`config.mk`:
```
export PLATFORM = sky130hd
export DESIGN_NAME = sasl_top
export DESIGN_NICKNAME = d
export VERILOG_FILES = /design/src/sasl_pkg.sv /design/src/sasl_top.sv
export SDC_FILE = /design/constraint.sdc
export NUM_CORES = 2
export LEC_CHECK = 0
export BUFFER_PORTS_ARGS = -buffer_cell sky130_fd_sc_hd__buf_2
export CAP_MARGIN = 20
export CORE_ASPECT_RATIO = 1.75
export CORE_MARGIN = 1.5
export CORE_UTILIZATION = 60
export CTS_CLUSTER_DIAMETER = 200
export CTS_CLUSTER_SIZE = 40
export DETAILED_ROUTE_END_ITERATION = 10
export PLACE_DENSITY = 0.81
export SYNTH_ARGS = -nofsm -noshare
export SYNTH_HDL_FRONTEND = slang
export SYNTH_SLANG_ARGS = --single-unit
```
`constraint.sdc`:
```
create_clock -name clk -period 5 [get_ports clk]
set_input_delay 0.75 -clock clk [delete_from_list [all_inputs] [get_ports clk]]
set_output_delay 0.75 -clock clk [all_outputs]
set_load 0.01 [all_outputs]
```
`src/sasl_pkg.sv`:
```
// sasl_pkg: constants, register map and carrier types of the secure access
// status logic. assumes a 32-bit register port with 12-bit byte addresses.
package sasl_pkg;

    // register port geometry
    localparam int          SASL_ADDR_W        = 12;
    localparam int          SASL_DATA_W        = 32;
    localparam int          SASL_SEL_W         = 6;
    localparam int          SASL_MAX_CH        = 64;

    // register byte offsets
    localparam logic [11:0] SASL_OFF_CTRL      = 12'h000;
    localparam logic [11:0] SASL_OFF_UNLOCK    = 12'h004;
    localparam logic [11:0] SASL_OFF_CLEAR     = 12'h008;
    localparam logic [11:0] SASL_OFF_STATUS    = 12'h010;
    localparam logic [11:0] SASL_OFF_REMAP     = 12'h100;

    // control register fields
    localparam int          SASL_CTRL_EN_BIT    = 0;
    localparam int          SASL_CTRL_SETUP_BIT = 1;

    // status register fields
    localparam int          SASL_ST_IDLE_BIT   = 10;
    localparam int          SASL_ST_SETUP_BIT  = 9;
    localparam int          SASL_ST_EN_BIT     = 8;
    localparam int          SASL_ST_ERR_LSB    = 3;
    localparam int          SASL_ERR_W         = 5;
    localparam logic [31:0] SASL_STATUS_RESET  = 32'h0000_0400;

    // index of each flag inside the error vector (status bits 7..3)
    localparam int          SASL_E_UNL_READ    = 0;
    localparam int          SASL_E_UNL_KEY     = 1;
    localparam int          SASL_E_UNL_BLOCK   = 2;
    localparam int          SASL_E_MBERR       = 3;
    localparam int          SASL_E_REMAP       = 4;

    // unlock register layout: key in the top byte, channel in the low bits
    localparam int          SASL_KEY_LSB       = 24;
    localparam logic [7:0]  SASL_UNLOCK_KEY    = 8'ha5;

    // legal remap targets have an upper half of 0xfffc..0xffff
    localparam logic [15:0] SASL_REMAP_MIN     = 16'hfffc;

    // channel engine states, gray coded along the usual path
    typedef enum logic [1:0] {
        SASL_S_IDLE  = 2'b00,
        SASL_S_ISSUE = 2'b01,
        SASL_S_WAIT  = 2'b11,
        SASL_S_DONE  = 2'b10
    } sasl_fsm_e;

    typedef struct packed {
        logic                  valid;
        logic                  write;
        logic [SASL_SEL_W-1:0] sel;
        logic [31:0]           wdata;
    } sasl_ch_req_s;

    typedef struct packed {
        logic        valid;
        logic        write;
        logic [31:0] addr;
        logic [31:0] wdata;
    } sasl_mst_req_s;

    typedef struct packed {
        logic        valid;
        logic        err;
        logic [31:0] rdata;
    } sasl_mst_rsp_s;

endpackage

```
`src/sasl_top.sv`:
```
// sasl_top: status, error flags and channel forwarding of the secure access unit.
// assumes a single clock, synchronous inputs and a master side that answers
// each accepted transfer with exactly one response, never in the accept cycle.
//
// The implementer's own choice: the strobed register port.
`timescale 1ns/10ps

module sasl_top
    import sasl_pkg::*;
#(
    parameter int NUM_CH = 64
) (
    input  wire logic                            clk,
    input  wire logic                            nrst,
    input  wire logic                            ce,
    input  wire logic [sasl_pkg::SASL_ADDR_W-1:0] reg_addr,
    input  wire logic [31:0]                     reg_wdata,
    input  wire logic                            reg_wr,
    input  wire logic                            reg_rd,
    output logic      [31:0]                     reg_rdata,
    input  wire sasl_pkg::sasl_ch_req_s          ch_req,
    output logic                                 ch_ready,
    output logic                                 ch_ack,
    output logic                                 ch_err,
    output logic      [31:0]                     ch_rdata,
    output sasl_pkg::sasl_mst_req_s              m_req,
    input  wire logic                            m_ready,
    input  wire sasl_pkg::sasl_mst_rsp_s         m_rsp,
    output logic                                 enabled,
    output logic                                 setup_mode_flag
);
    import sasl_pkg::*;

    if (NUM_CH < 1 || NUM_CH > SASL_MAX_CH) begin : g_bad_num_ch
        $error("sasl_top: NUM_CH must lie between 1 and 64");
    end

    typedef struct packed {
        sasl_fsm_e                  fsm;
        logic                       en;
        logic                       setup;
        logic                       idle;
        logic [SASL_ERR_W-1:0]      err;
        logic [NUM_CH-1:0]          unlocked;
        logic [NUM_CH-1:0][31:0]    remap;
        logic [SASL_SEL_W-1:0]      cur;
        sasl_mst_req_s              mreq;
        logic                       ack;
        logic                       aerr;
        logic [31:0]                ardata;
        logic [31:0]                rdata;
    } sasl_state_s;

    sasl_state_s             q;
    sasl_state_s             d;

    logic [SASL_ADDR_W-1:0]  remap_off;
    logic [SASL_ADDR_W-3:0]  remap_idx;
    logic                    remap_hit;
    logic [SASL_SEL_W-1:0]   unl_ch;
    logic [7:0]              unl_key;
    logic                    unlock_wr;
    logic                    clear_wr;
    logic                    take_ok;
    logic [SASL_ERR_W-1:0]   err_set;
    logic [SASL_ERR_W-1:0]   err_clr;
    logic [NUM_CH-1:0]       unl_set;
    logic [NUM_CH-1:0]       unl_clr;
    logic [31:0]             status;

    // decode helpers shared by the next-state logic and the checks
    always_comb begin
        remap_off = reg_addr - SASL_OFF_REMAP;
        remap_idx = remap_off[SASL_ADDR_W-1:2];
        remap_hit = (reg_addr >= SASL_OFF_REMAP)
                    && (remap_off[1:0] == 2'h0)
                    && (32'(remap_idx) < 32'(NUM_CH));
        unl_ch    = reg_wdata[SASL_SEL_W-1:0];
        unl_key   = reg_wdata[SASL_KEY_LSB +: 8];
        unlock_wr = reg_wr && (reg_addr == SASL_OFF_UNLOCK);
        clear_wr  = reg_wr && (reg_addr == SASL_OFF_CLEAR);
        // only an enabled unit outside setup forwards, and only unlocked channels
        take_ok   = q.en && !q.setup
                    && (32'(ch_req.sel) < 32'(NUM_CH))
                    && q.unlocked[ch_req.sel];
        status    = '0;
        status[SASL_ST_IDLE_BIT]  = q.idle;
        status[SASL_ST_SETUP_BIT] = q.setup;
        status[SASL_ST_EN_BIT]    = q.en;
        status[SASL_ST_ERR_LSB +: SASL_ERR_W] = q.err;
    end

    always_comb begin
        d       = q;
        d.ack   = 1'b0;
        d.aerr  = 1'b0;
        d.rdata = '0;
        err_set = '0;
        err_clr = '0;
        unl_set = '0;
        unl_clr = '0;

        // register writes; the status register is read-only, so a write
        // to it simply matches no branch here
        if (reg_wr) begin
            if (reg_addr == SASL_OFF_CTRL) begin
                d.en    = reg_wdata[SASL_CTRL_EN_BIT];
                d.setup = reg_wdata[SASL_CTRL_SETUP_BIT];
            end else if (reg_addr == SASL_OFF_CLEAR) begin
                err_clr = reg_wdata[SASL_ST_ERR_LSB +: SASL_ERR_W];
            end else if (reg_addr == SASL_OFF_UNLOCK) begin
                // blocked test uses the flags as they stood before this write
                if (|q.err) begin
                    err_set[SASL_E_UNL_BLOCK] = 1'b1;
                end else if (unl_key != SASL_UNLOCK_KEY) begin
                    err_set[SASL_E_UNL_KEY] = 1'b1;
                end else if (32'(unl_ch) < 32'(NUM_CH)) begin
                    unl_set[unl_ch] = 1'b1;
                end
            end else if (remap_hit && q.setup) begin
                // targets only change in the configuration phase
                d.remap[remap_idx] = reg_wdata;
                if (reg_wdata[31:16] < SASL_REMAP_MIN) begin
                    err_set[SASL_E_REMAP] = 1'b1;
                end
            end
        end

        // register reads, data stand in the following cycle only
        if (reg_rd) begin
            if (reg_addr == SASL_OFF_STATUS) begin
                d.rdata = status;
            end else if (reg_addr == SASL_OFF_CTRL) begin
                d.rdata[SASL_CTRL_EN_BIT]    = q.en;
                d.rdata[SASL_CTRL_SETUP_BIT] = q.setup;
            end else if (reg_addr == SASL_OFF_UNLOCK) begin
                // reads zero; the key must never be observable
                err_set[SASL_E_UNL_READ] = 1'b1;
            end else if (remap_hit) begin
                d.rdata = q.remap[remap_idx];
            end
        end

        // channel engine
        case (q.fsm)
            SASL_S_IDLE: begin
                if (ch_req.valid) begin
                    if (take_ok) begin
                        d.idle       = 1'b0;
                        d.cur        = ch_req.sel;
                        d.mreq.valid = 1'b1;
                        d.mreq.write = ch_req.write;
                        d.mreq.addr  = q.remap[ch_req.sel];
                        d.mreq.wdata = ch_req.wdata;
                        d.fsm        = SASL_S_ISSUE;
                    end else begin
                        // refused at once, nothing goes to the master side
                        d.ack  = 1'b1;
                        d.aerr = 1'b1;
                    end
                end
            end
            SASL_S_ISSUE: begin
                if (m_ready) begin
                    d.mreq.valid = 1'b0;
                    d.fsm        = SASL_S_WAIT;
                end
            end
            SASL_S_WAIT: begin
                if (m_rsp.valid) begin
                    if (m_rsp.err) begin
                        err_set[SASL_E_MBERR] = 1'b1;
                    end
                    d.ack      = 1'b1;
                    d.aerr     = m_rsp.err;
                    d.ardata   = m_rsp.rdata;
                    // one access per unlock: the channel locks again
                    unl_clr[q.cur] = 1'b1;
                    d.fsm      = SASL_S_DONE;
                end
            end
            SASL_S_DONE: begin
                // response taken, no transfer left on the master side
                d.idle = 1'b1;
                d.fsm  = SASL_S_IDLE;
            end
            default: begin
                d.fsm  = SASL_S_IDLE;
                d.idle = 1'b1;
            end
        endcase

        // a fresh unlock wins over the relock of a finished access
        d.unlocked = (q.unlocked & ~unl_clr) | unl_set;
        // set wins over clear, so no event is lost in the clearing cycle
        d.err      = (q.err & ~err_clr) | err_set;
    end

    always_ff @(posedge clk or negedge nrst) begin
        if (!nrst) begin
            q      <= '0;
            q.idle <= 1'b1;
        end else if (ce) begin
            q <= d;
        end
    end

    assign reg_rdata       = q.rdata;
    assign ch_ready        = q.idle;
    assign ch_ack          = q.ack;
    assign ch_err          = q.aerr;
    assign ch_rdata        = q.ardata;
    assign m_req           = q.mreq;
    assign enabled         = q.en;
    assign setup_mode_flag = q.setup;
endmodule

```
# Yosys cells after proc, flatten, opt, wreduce, memory -nomap -nowiden
# Index checks and enable logic that the tools add are counted.
[totals]
ff_bits = 2260
latch_bits = 0
mem_bits_rw = 0
rom_bits = 0
in_bits = 124
out_inout_bits = 135
elab_cells = 197
memories = 0
[classes]
add_sub_neg = 1
multipliers = 0
n_div = 0
order_cmp = 10
eq_ne = 11
shifts = 0
mux = 65
bitwise_logic = 9
reduce_logical = 22
[ops]
columns = ["op", "n"]
rows = [
  ["2048-bit bitwise mux", 1],
  ["64-bit 2-to-1 mux", 8],
  ["32-bit binary-select mux with 6-bit select", 2],
  ["32-bit 2-to-1 mux", 7],
  ["32-bit demux with 6-bit select", 1],
  ["68-bit 2-to-1 mux", 1],
  ["66-bit 2-to-1 mux", 1],
  ["64-bit bitwise AND", 1],
  ["64-bit NOT", 1],
  ["64-bit OR", 1],
  ["34-bit 2-to-1 mux", 1],
  ["30-bit 2-to-1 mux", 1],
  ["1-bit 2-to-1 mux", 22],
  ["6-bit by 7-bit < comparator with 1-bit output, second input constant", 3],
  ["10-bit by 7-bit < comparator with 1-bit output, second input constant", 2],
  ["2-bit 2-to-1 mux", 10],
  ["16-bit < comparator, second input constant", 1],
  ["5-bit 2-to-1 mux", 3],
  ["1-bit demux with 6-bit select", 2],
  ["12-bit by 3-bit equality test with 1-bit output, second input constant", 1],
  ["12-bit by 4-bit equality test with 1-bit output, second input constant", 1],
  ["12-bit by 5-bit equality test with 1-bit output, second input constant", 1],
  ["12-bit by 9-bit greater-or-equal comparator with 1-bit output, second input constant", 1],
  ["6-bit by 1-bit greater-or-equal comparator with 1-bit output, second input constant", 2],
  ["other kinds (24)", 43],
]

# Longest topological paths before layout
[logic_depth]
ltp_word = 11
depth_mapped = 12
mapped_depth_nobuf = 7

# Worst setup path before layout
# OpenSTA, ideal clock, no wires.
[synth_timing]
path_kind = "input -> register"
from = "input port ch_req[33] in the netlist's numbering"
to = "register q, in the netlist m_req[51]"
setup_ps = 125
t_arrival_ps = 2996
t_required_ps = 4875
slack_ps = 1880
cell_stages = 9
n_path_buf = 4
cell_sequence = "buf_2 buf_2 buf_2 buf_1 mux4_2 mux4_2 a22oi_1 nand2_1 mux2_2"
[synth_between]
elab_chain_cells = 4
elab_cells_between_ends = 6
[synth_rtl]
columns = ["element", "line_no", "rtl"]
rows = [
  ["start: declaration", "sasl_top.sv:21", "input wire sasl_pkg::sasl_ch_req_s ch_req,"],
  ["1-bit binary-select mux with 6-bit select", "sasl_top.sv:85", "&& q.unlocked[ch_req.sel];"],
  ["1-bit 2-to-1 mux (not written as such)", "sasl_top.sv:85", ""],
  ["1-bit logical AND", "sasl_top.sv:85", ""],
  ["4-bit AND reduction (no line)", "-", ""],
  ["end: declaration", "sasl_top.sv:54", "sasl_state_s q;"],
]
# Several ways; a longest one is shown, not always the timed one. The select of a mux whose other input is x is not followed.
# A chain may end at the register's enable or synchronous reset.

# Worst setup path after layout
[layout_timing]
from = "input port reg_addr[9] in the netlist's numbering"
to = "register q[196] in the netlist's numbering"
[layout_between]
elab_chain_cells = 6
elab_cells_between_ends = 19
[layout_rtl]
columns = ["element", "line_no", "rtl"]
rows = [
  ["start: declaration", "sasl_top.sv:16", "input wire logic [sasl_pkg::SASL_ADDR_W-1:0] reg_addr,"],
  ["12-bit by 9-bit subtractor with 12-bit output", "sasl_top.sv:73", "remap_off = reg_addr - SASL_OFF_REMAP;"],
  ["10-bit by 1-bit greater-or-equal comparator with 1-bit output (not written as such) or 10-bit by 7-bit < comparator with 1-bit output (tied branches)", "sasl_top.sv:122, sasl_top.sv:77", ""],
  ["1-bit logical AND (not written as such)", "sasl_top.sv:122", "d.remap[remap_idx] = reg_wdata;"],
  ["32-bit 2-to-1 mux (not written as such)", "sasl_top.sv:122", ""],
  ["32-bit demux with 6-bit select", "sasl_top.sv:122", ""],
  ["2048-bit bitwise mux", "sasl_top.sv:122", ""],
]
# Several ways; a longest one is shown, not always the timed one.

==> flow_results.org <==
** Outcome
- The run finished with clean final reports.

** Hold path
- Worst hold path cell count :: 3
- Startpoint of the lowest-slack hold path :: m_rsp[14]
- Hold EP :: ch_rdata[14]
- Type of the tightest min-delay check :: in -> reg

** Synthesis
- Warning count from the yosys run :: 0
- The share of synthesized area in the top cell type comes to 0.477.
- Mux share of post-synthesis cell area :: 0.448
- Area fraction in compound gates after synthesis :: 0.0192
- Xor-xnor portion of the synthesized cell area :: 0
- Simple-gate share of the synthesized area :: 0.0161
- In this run, distinct cell masters in the synthesized netlist total 58.
- The mapped netlist covers 119,000 sq um.
- Synthesis produced a netlist whose cell count is around 7,500.
- In the synthesized netlist the async set-or-reset flop fraction comes to 1.00.
- Each instance of the synthesized netlist takes up on average between 15 and 20 sq um.
- Counting every net in the synthesized netlist gives 7,609.
- Summed over all instances, the cell type with the most area after synthesis is dfrtp_1.
- Post-synthesis sequential element count :: 2,260
- Count of flip-flops with a built-in enable after synthesis :: 0
- Of the total synthesized cell area, the portion taken by full adders, half adders and majority gates is 0.000422.
- Share of synthesized area occupied by flip-flops and latches :: 0.477
- Leading register cell type out of synthesis :: dfrtp_1
- Dominant combinational cell family by area after synthesis :: multiplexers
- By area the synthesized netlist is led by dfrtp_1 48%, mux4_2 23%, mux2_2 20%, mux2i_1 1.3%, buf_4 1.2%.

** Critical path
- The worst setup path is of the in -> reg kind.
- Largest stage delay on the critical path :: 1.01 ns
- Crit path max-delay cell type :: nor2_4
- Worst endpoint data arrival time :: 4.16 ns
- STA classifies the critical path startpoint as an input pin.
- Register-to-register path setup slack :: 1.60 ns
- The worst setup path is captured at a flop.
- Required time of the critical path :: 5.67 ns
- The worst register-to-register path has a depth of 7.
- Ordered cell list for the critical path :: buf_2, nor3_1, nand3_1, or2_1, nor2_1, nand2_1, nor2_4, buf_4, mux2_2
- The startpoint identified for the worst register-to-register timing path is setup_mode_flag.
- Along the worst path, the maximum fanout reaches 18.
- Worst R2R End :: q[196]

** Cells and area
- Share of cells above drive strength 1 :: 0.559
- # nets final :: between 7,000 and 8,000
- Measured on the finished design, the core utilization comes to 0.634.
- Compared with the post-synthesis result, the final layout area differs by 4.94%.
- Once layout is done, the placed cells without fillers occupy ~120,000 sq um.

** STA
- F_max :: 286 MHz
- Final period utilization :: 0.698
- Setup repair after global routing left no endpoint under its margin.
- The worst pin sits at a relative slew slack of 0.170.
- After layout, the worst setup slack is 1.51 ns.
- Final sum of negative setup slack :: 0 ns
- For the final database, setup skew stands at approximately 0.041 ns.
- Setup violations remaining at the end of the flow were counted as 0.
- The routed design could run at a clock period as short as 3.49 ns.
- Slew Limit Fails :: 0
- Final Hold Violating Endpoints :: 0
- For the pin with the worst max-slew slack, the measured transition is 1.24 ns.

** CTS
- Sink Count :: 2,260
- The number of clock buffers added by TritonCTS is 66.
- The clock passes through at most 3 buffers.
- Clock-pin slew was measured on the worst setup and hold paths at about 0.14 ns.
- Number of buffers inserted by post-CTS setup repair :: 0
- The clock tree synthesis step divided the H-tree into 3 levels.
- The cell sitting at the root of the clock tree is a clkbuf_16.
- TritonCTS clock tree :: yes
- Clock latency reported for the late side of the worst-skew pair :: 0.78 ns
- Count of hold buffers inserted by post-cts repair :: 1
- Once the clock tree was built, the resizer swapped 0 gates to a different size.

** Floorplanning
- Core Footprint :: 196,000 sq um
- Site row count :: around 220
- Width of the chip :: 339 microns
- During I/O placement, the number of pins put on the boundary was 259.
- Vertical die dimension :: just under 600 microns
- The initial utilization of the core area, before any placement, comes to 0.604.
- Area enclosed by the die boundary :: 200,000 sq um

** Global route
- Maximum number of pins on one net before global-route repair :: 190
- The first global-routing pass estimated 553,000 microns of wire.
- Global route overflow :: 0
- Across every metal layer, demand over resource in global routing totals 0.386.
- Vias in the first global route :: 77,700
- Number of antenna violations at the first check in global routing :: 26

** Pwr
- The share of total power dissipated in sequential elements is 0.630.
- Across the VDD grid, the largest voltage drop is roughly 0.27 mV.
- Combinational group share of total power :: 0.094
- The share of total power dissipated in the clock network is 0.277.
- Power density over the cells :: 236 nW/um^2
- Switching power as a share of total power :: 0.258
- The analysis attributes to net switching a power of 7.58 mW.
- Cell internal power dissipation :: 21.8 mW
- Static leakage :: a little under 60 nW

** Detailed routing
- Total vias in the final route :: approximately 75,000
- Starting DRT DRC Count :: 9,781
- For this run, the detailed router's first-pass iteration total came to 6.
- Antenna-violating nets left :: 0
- Summed over all layers, the routed wires come to around 380,000 microns.
- Dividing the detail-routed wire length by the instance count gives 38.8 microns.
- DRC violation count after routing :: 0
- Using the TritonRoute via totals, the vias-per-cell ratio works out to around 7.6.

** Placement
- Summed over all nets, the half-perimeter wirelength after detailed placement is 246,000 microns.
- Cell area after placement :: 122,000 sq um
- At the end of routability-driven placement, the weighted congestion stood at 0.921.
- Setup slack after placement :: 0.895 ns
- Input/output buffers :: 258

** Job
- Number of max-cap violations :: 0
[how the worst max path moves through the flow]
stage                           start         to  slack [ns]  cells after the start
after floorplan            ch_req[33]  m_req[51]        1.88                      9
after global placement    reg_addr[9]    q[1216]        0.95                     10
final                     reg_addr[9]     q[196]        1.51                      9
after global routing      reg_addr[9]    q[1220]        1.55                     10
after CTS                 reg_addr[9]    q[1220]        1.71                     10
after detailed placement  reg_addr[9]     q[196]        0.89                      9
[logic make-up after synthesis]
group | count (synthesis)
adder cells (fa/ha/maj) | 4
flip-flops | 2260
AO/OA/AOI/OAI | 358
buffers and inverters | 919
multiplexers | 3514
AND/OR/NAND/NOR | 426
[area by class of cell]
class / count / area (sq um)
repair buffers: 595 / 4860
diodes: 13 / 32.5
well taps: 2604 / 3260
clock buffers: 75 / 1750
multi-input cells: 4302 / 57900
clock inverters: 3 / 37.5
fillers: 13800 / 71700
inverters: 9 / 38.8
flip-flops and latches: 2260 / 56600
[critical path, delay by kind of cell]
| family | cells | cell delay (ns) |
|---|---|---|
| buf+inv | 2 | 0.53 |
| mux | 1 | 0.37 |
| simple gates | 6 | 2.49 |
[flip-flops by register name (all words and copies together) (netlist names)]
| name | count |
|---|---|
| reg_rdata | 32 |
| ch_ack | 1 |
| ch_rdata | 32 |
| m_req | 66 |
| ch_ready | 1 |
| ch_err | 1 |
| setup_mode_flag | 1 |
| enabled | 1 |
| q | 2125 |
[cell usage in the layout (no fill, tap or decap), drive strengths merged, types with 2 or more instances in the layout]
master,n
clkbuf,75
or2,12
o221ai,2
diode,13
nand2b,12
ha,4
nor2,91
mux4,1214
nor4,4
a21oi,35
nor3,9
o211ai,5
nor2b,12
nand3b,6
or3,6
o21ai,136
o2bb2ai,18
a21o,2
a221o,3
nand4,20
nand3,32
inv,12
buf,594
a32o,5
or3b,2
mux2i,156
dfrtp,2259
nand2,205
o31ai,2
and2,6
mux2,2144
and3,5
a221oi,2
o22ai,42
a22oi,92
a211oi,6
[power groups by stage]
stage               Sequential (mW)  Combinational, mW  Clock, mW
floorplan                      18.8               1.62          0
global placement               18.8               2.67          0
detailed placement             18.8               2.72          0
CTS                            18.5               2.72       8.17
global route                   18.5               2.91       8.69
finish                         18.5               2.75       8.14
[layer usage]
layer  vias to the layer above  wire length, microns  GRT usage  part of all wire
met5                         -                   227    0.00308           0.00059
met2                      5192                178000      0.593              0.46
met3                      1679                 41000      0.102              0.11
met1                     40000                125000      0.458              0.33
met4                        27                 39200      0.321              0.10
li1                      28000                     -          -                 -
[Yosys cell counts (18+ instances only)]
cell type,number
a21oi_1,34
a22oi_1,92
buf_1,97
buf_2,216
buf_4,192
buf_6,34
clkbuf_1,371
dfrtp_1,2259
mux2_1,78
mux2_2,2066
mux2i_1,156
mux4_2,1214
nand2_1,205
nand3_1,32
nand4_1,20
nor2_1,90
o21ai_0,136
o22ai_1,42
o2bb2ai_1,18
[through the flow]
stage	power (mW)	std cells	hold slack [ns]
6_report	29.4	9861	0.158
5_1_grt	30.1	9850	0.160
4_1_cts	29.4	9844	0.149
3_5_place_dp	21.6	9765	0.459
3_3_place_gp	21.5	9764	0.452
2_1_floorplan	20.5	7481	0.447
No activity file was read; power rests on OpenSTA's default activity.
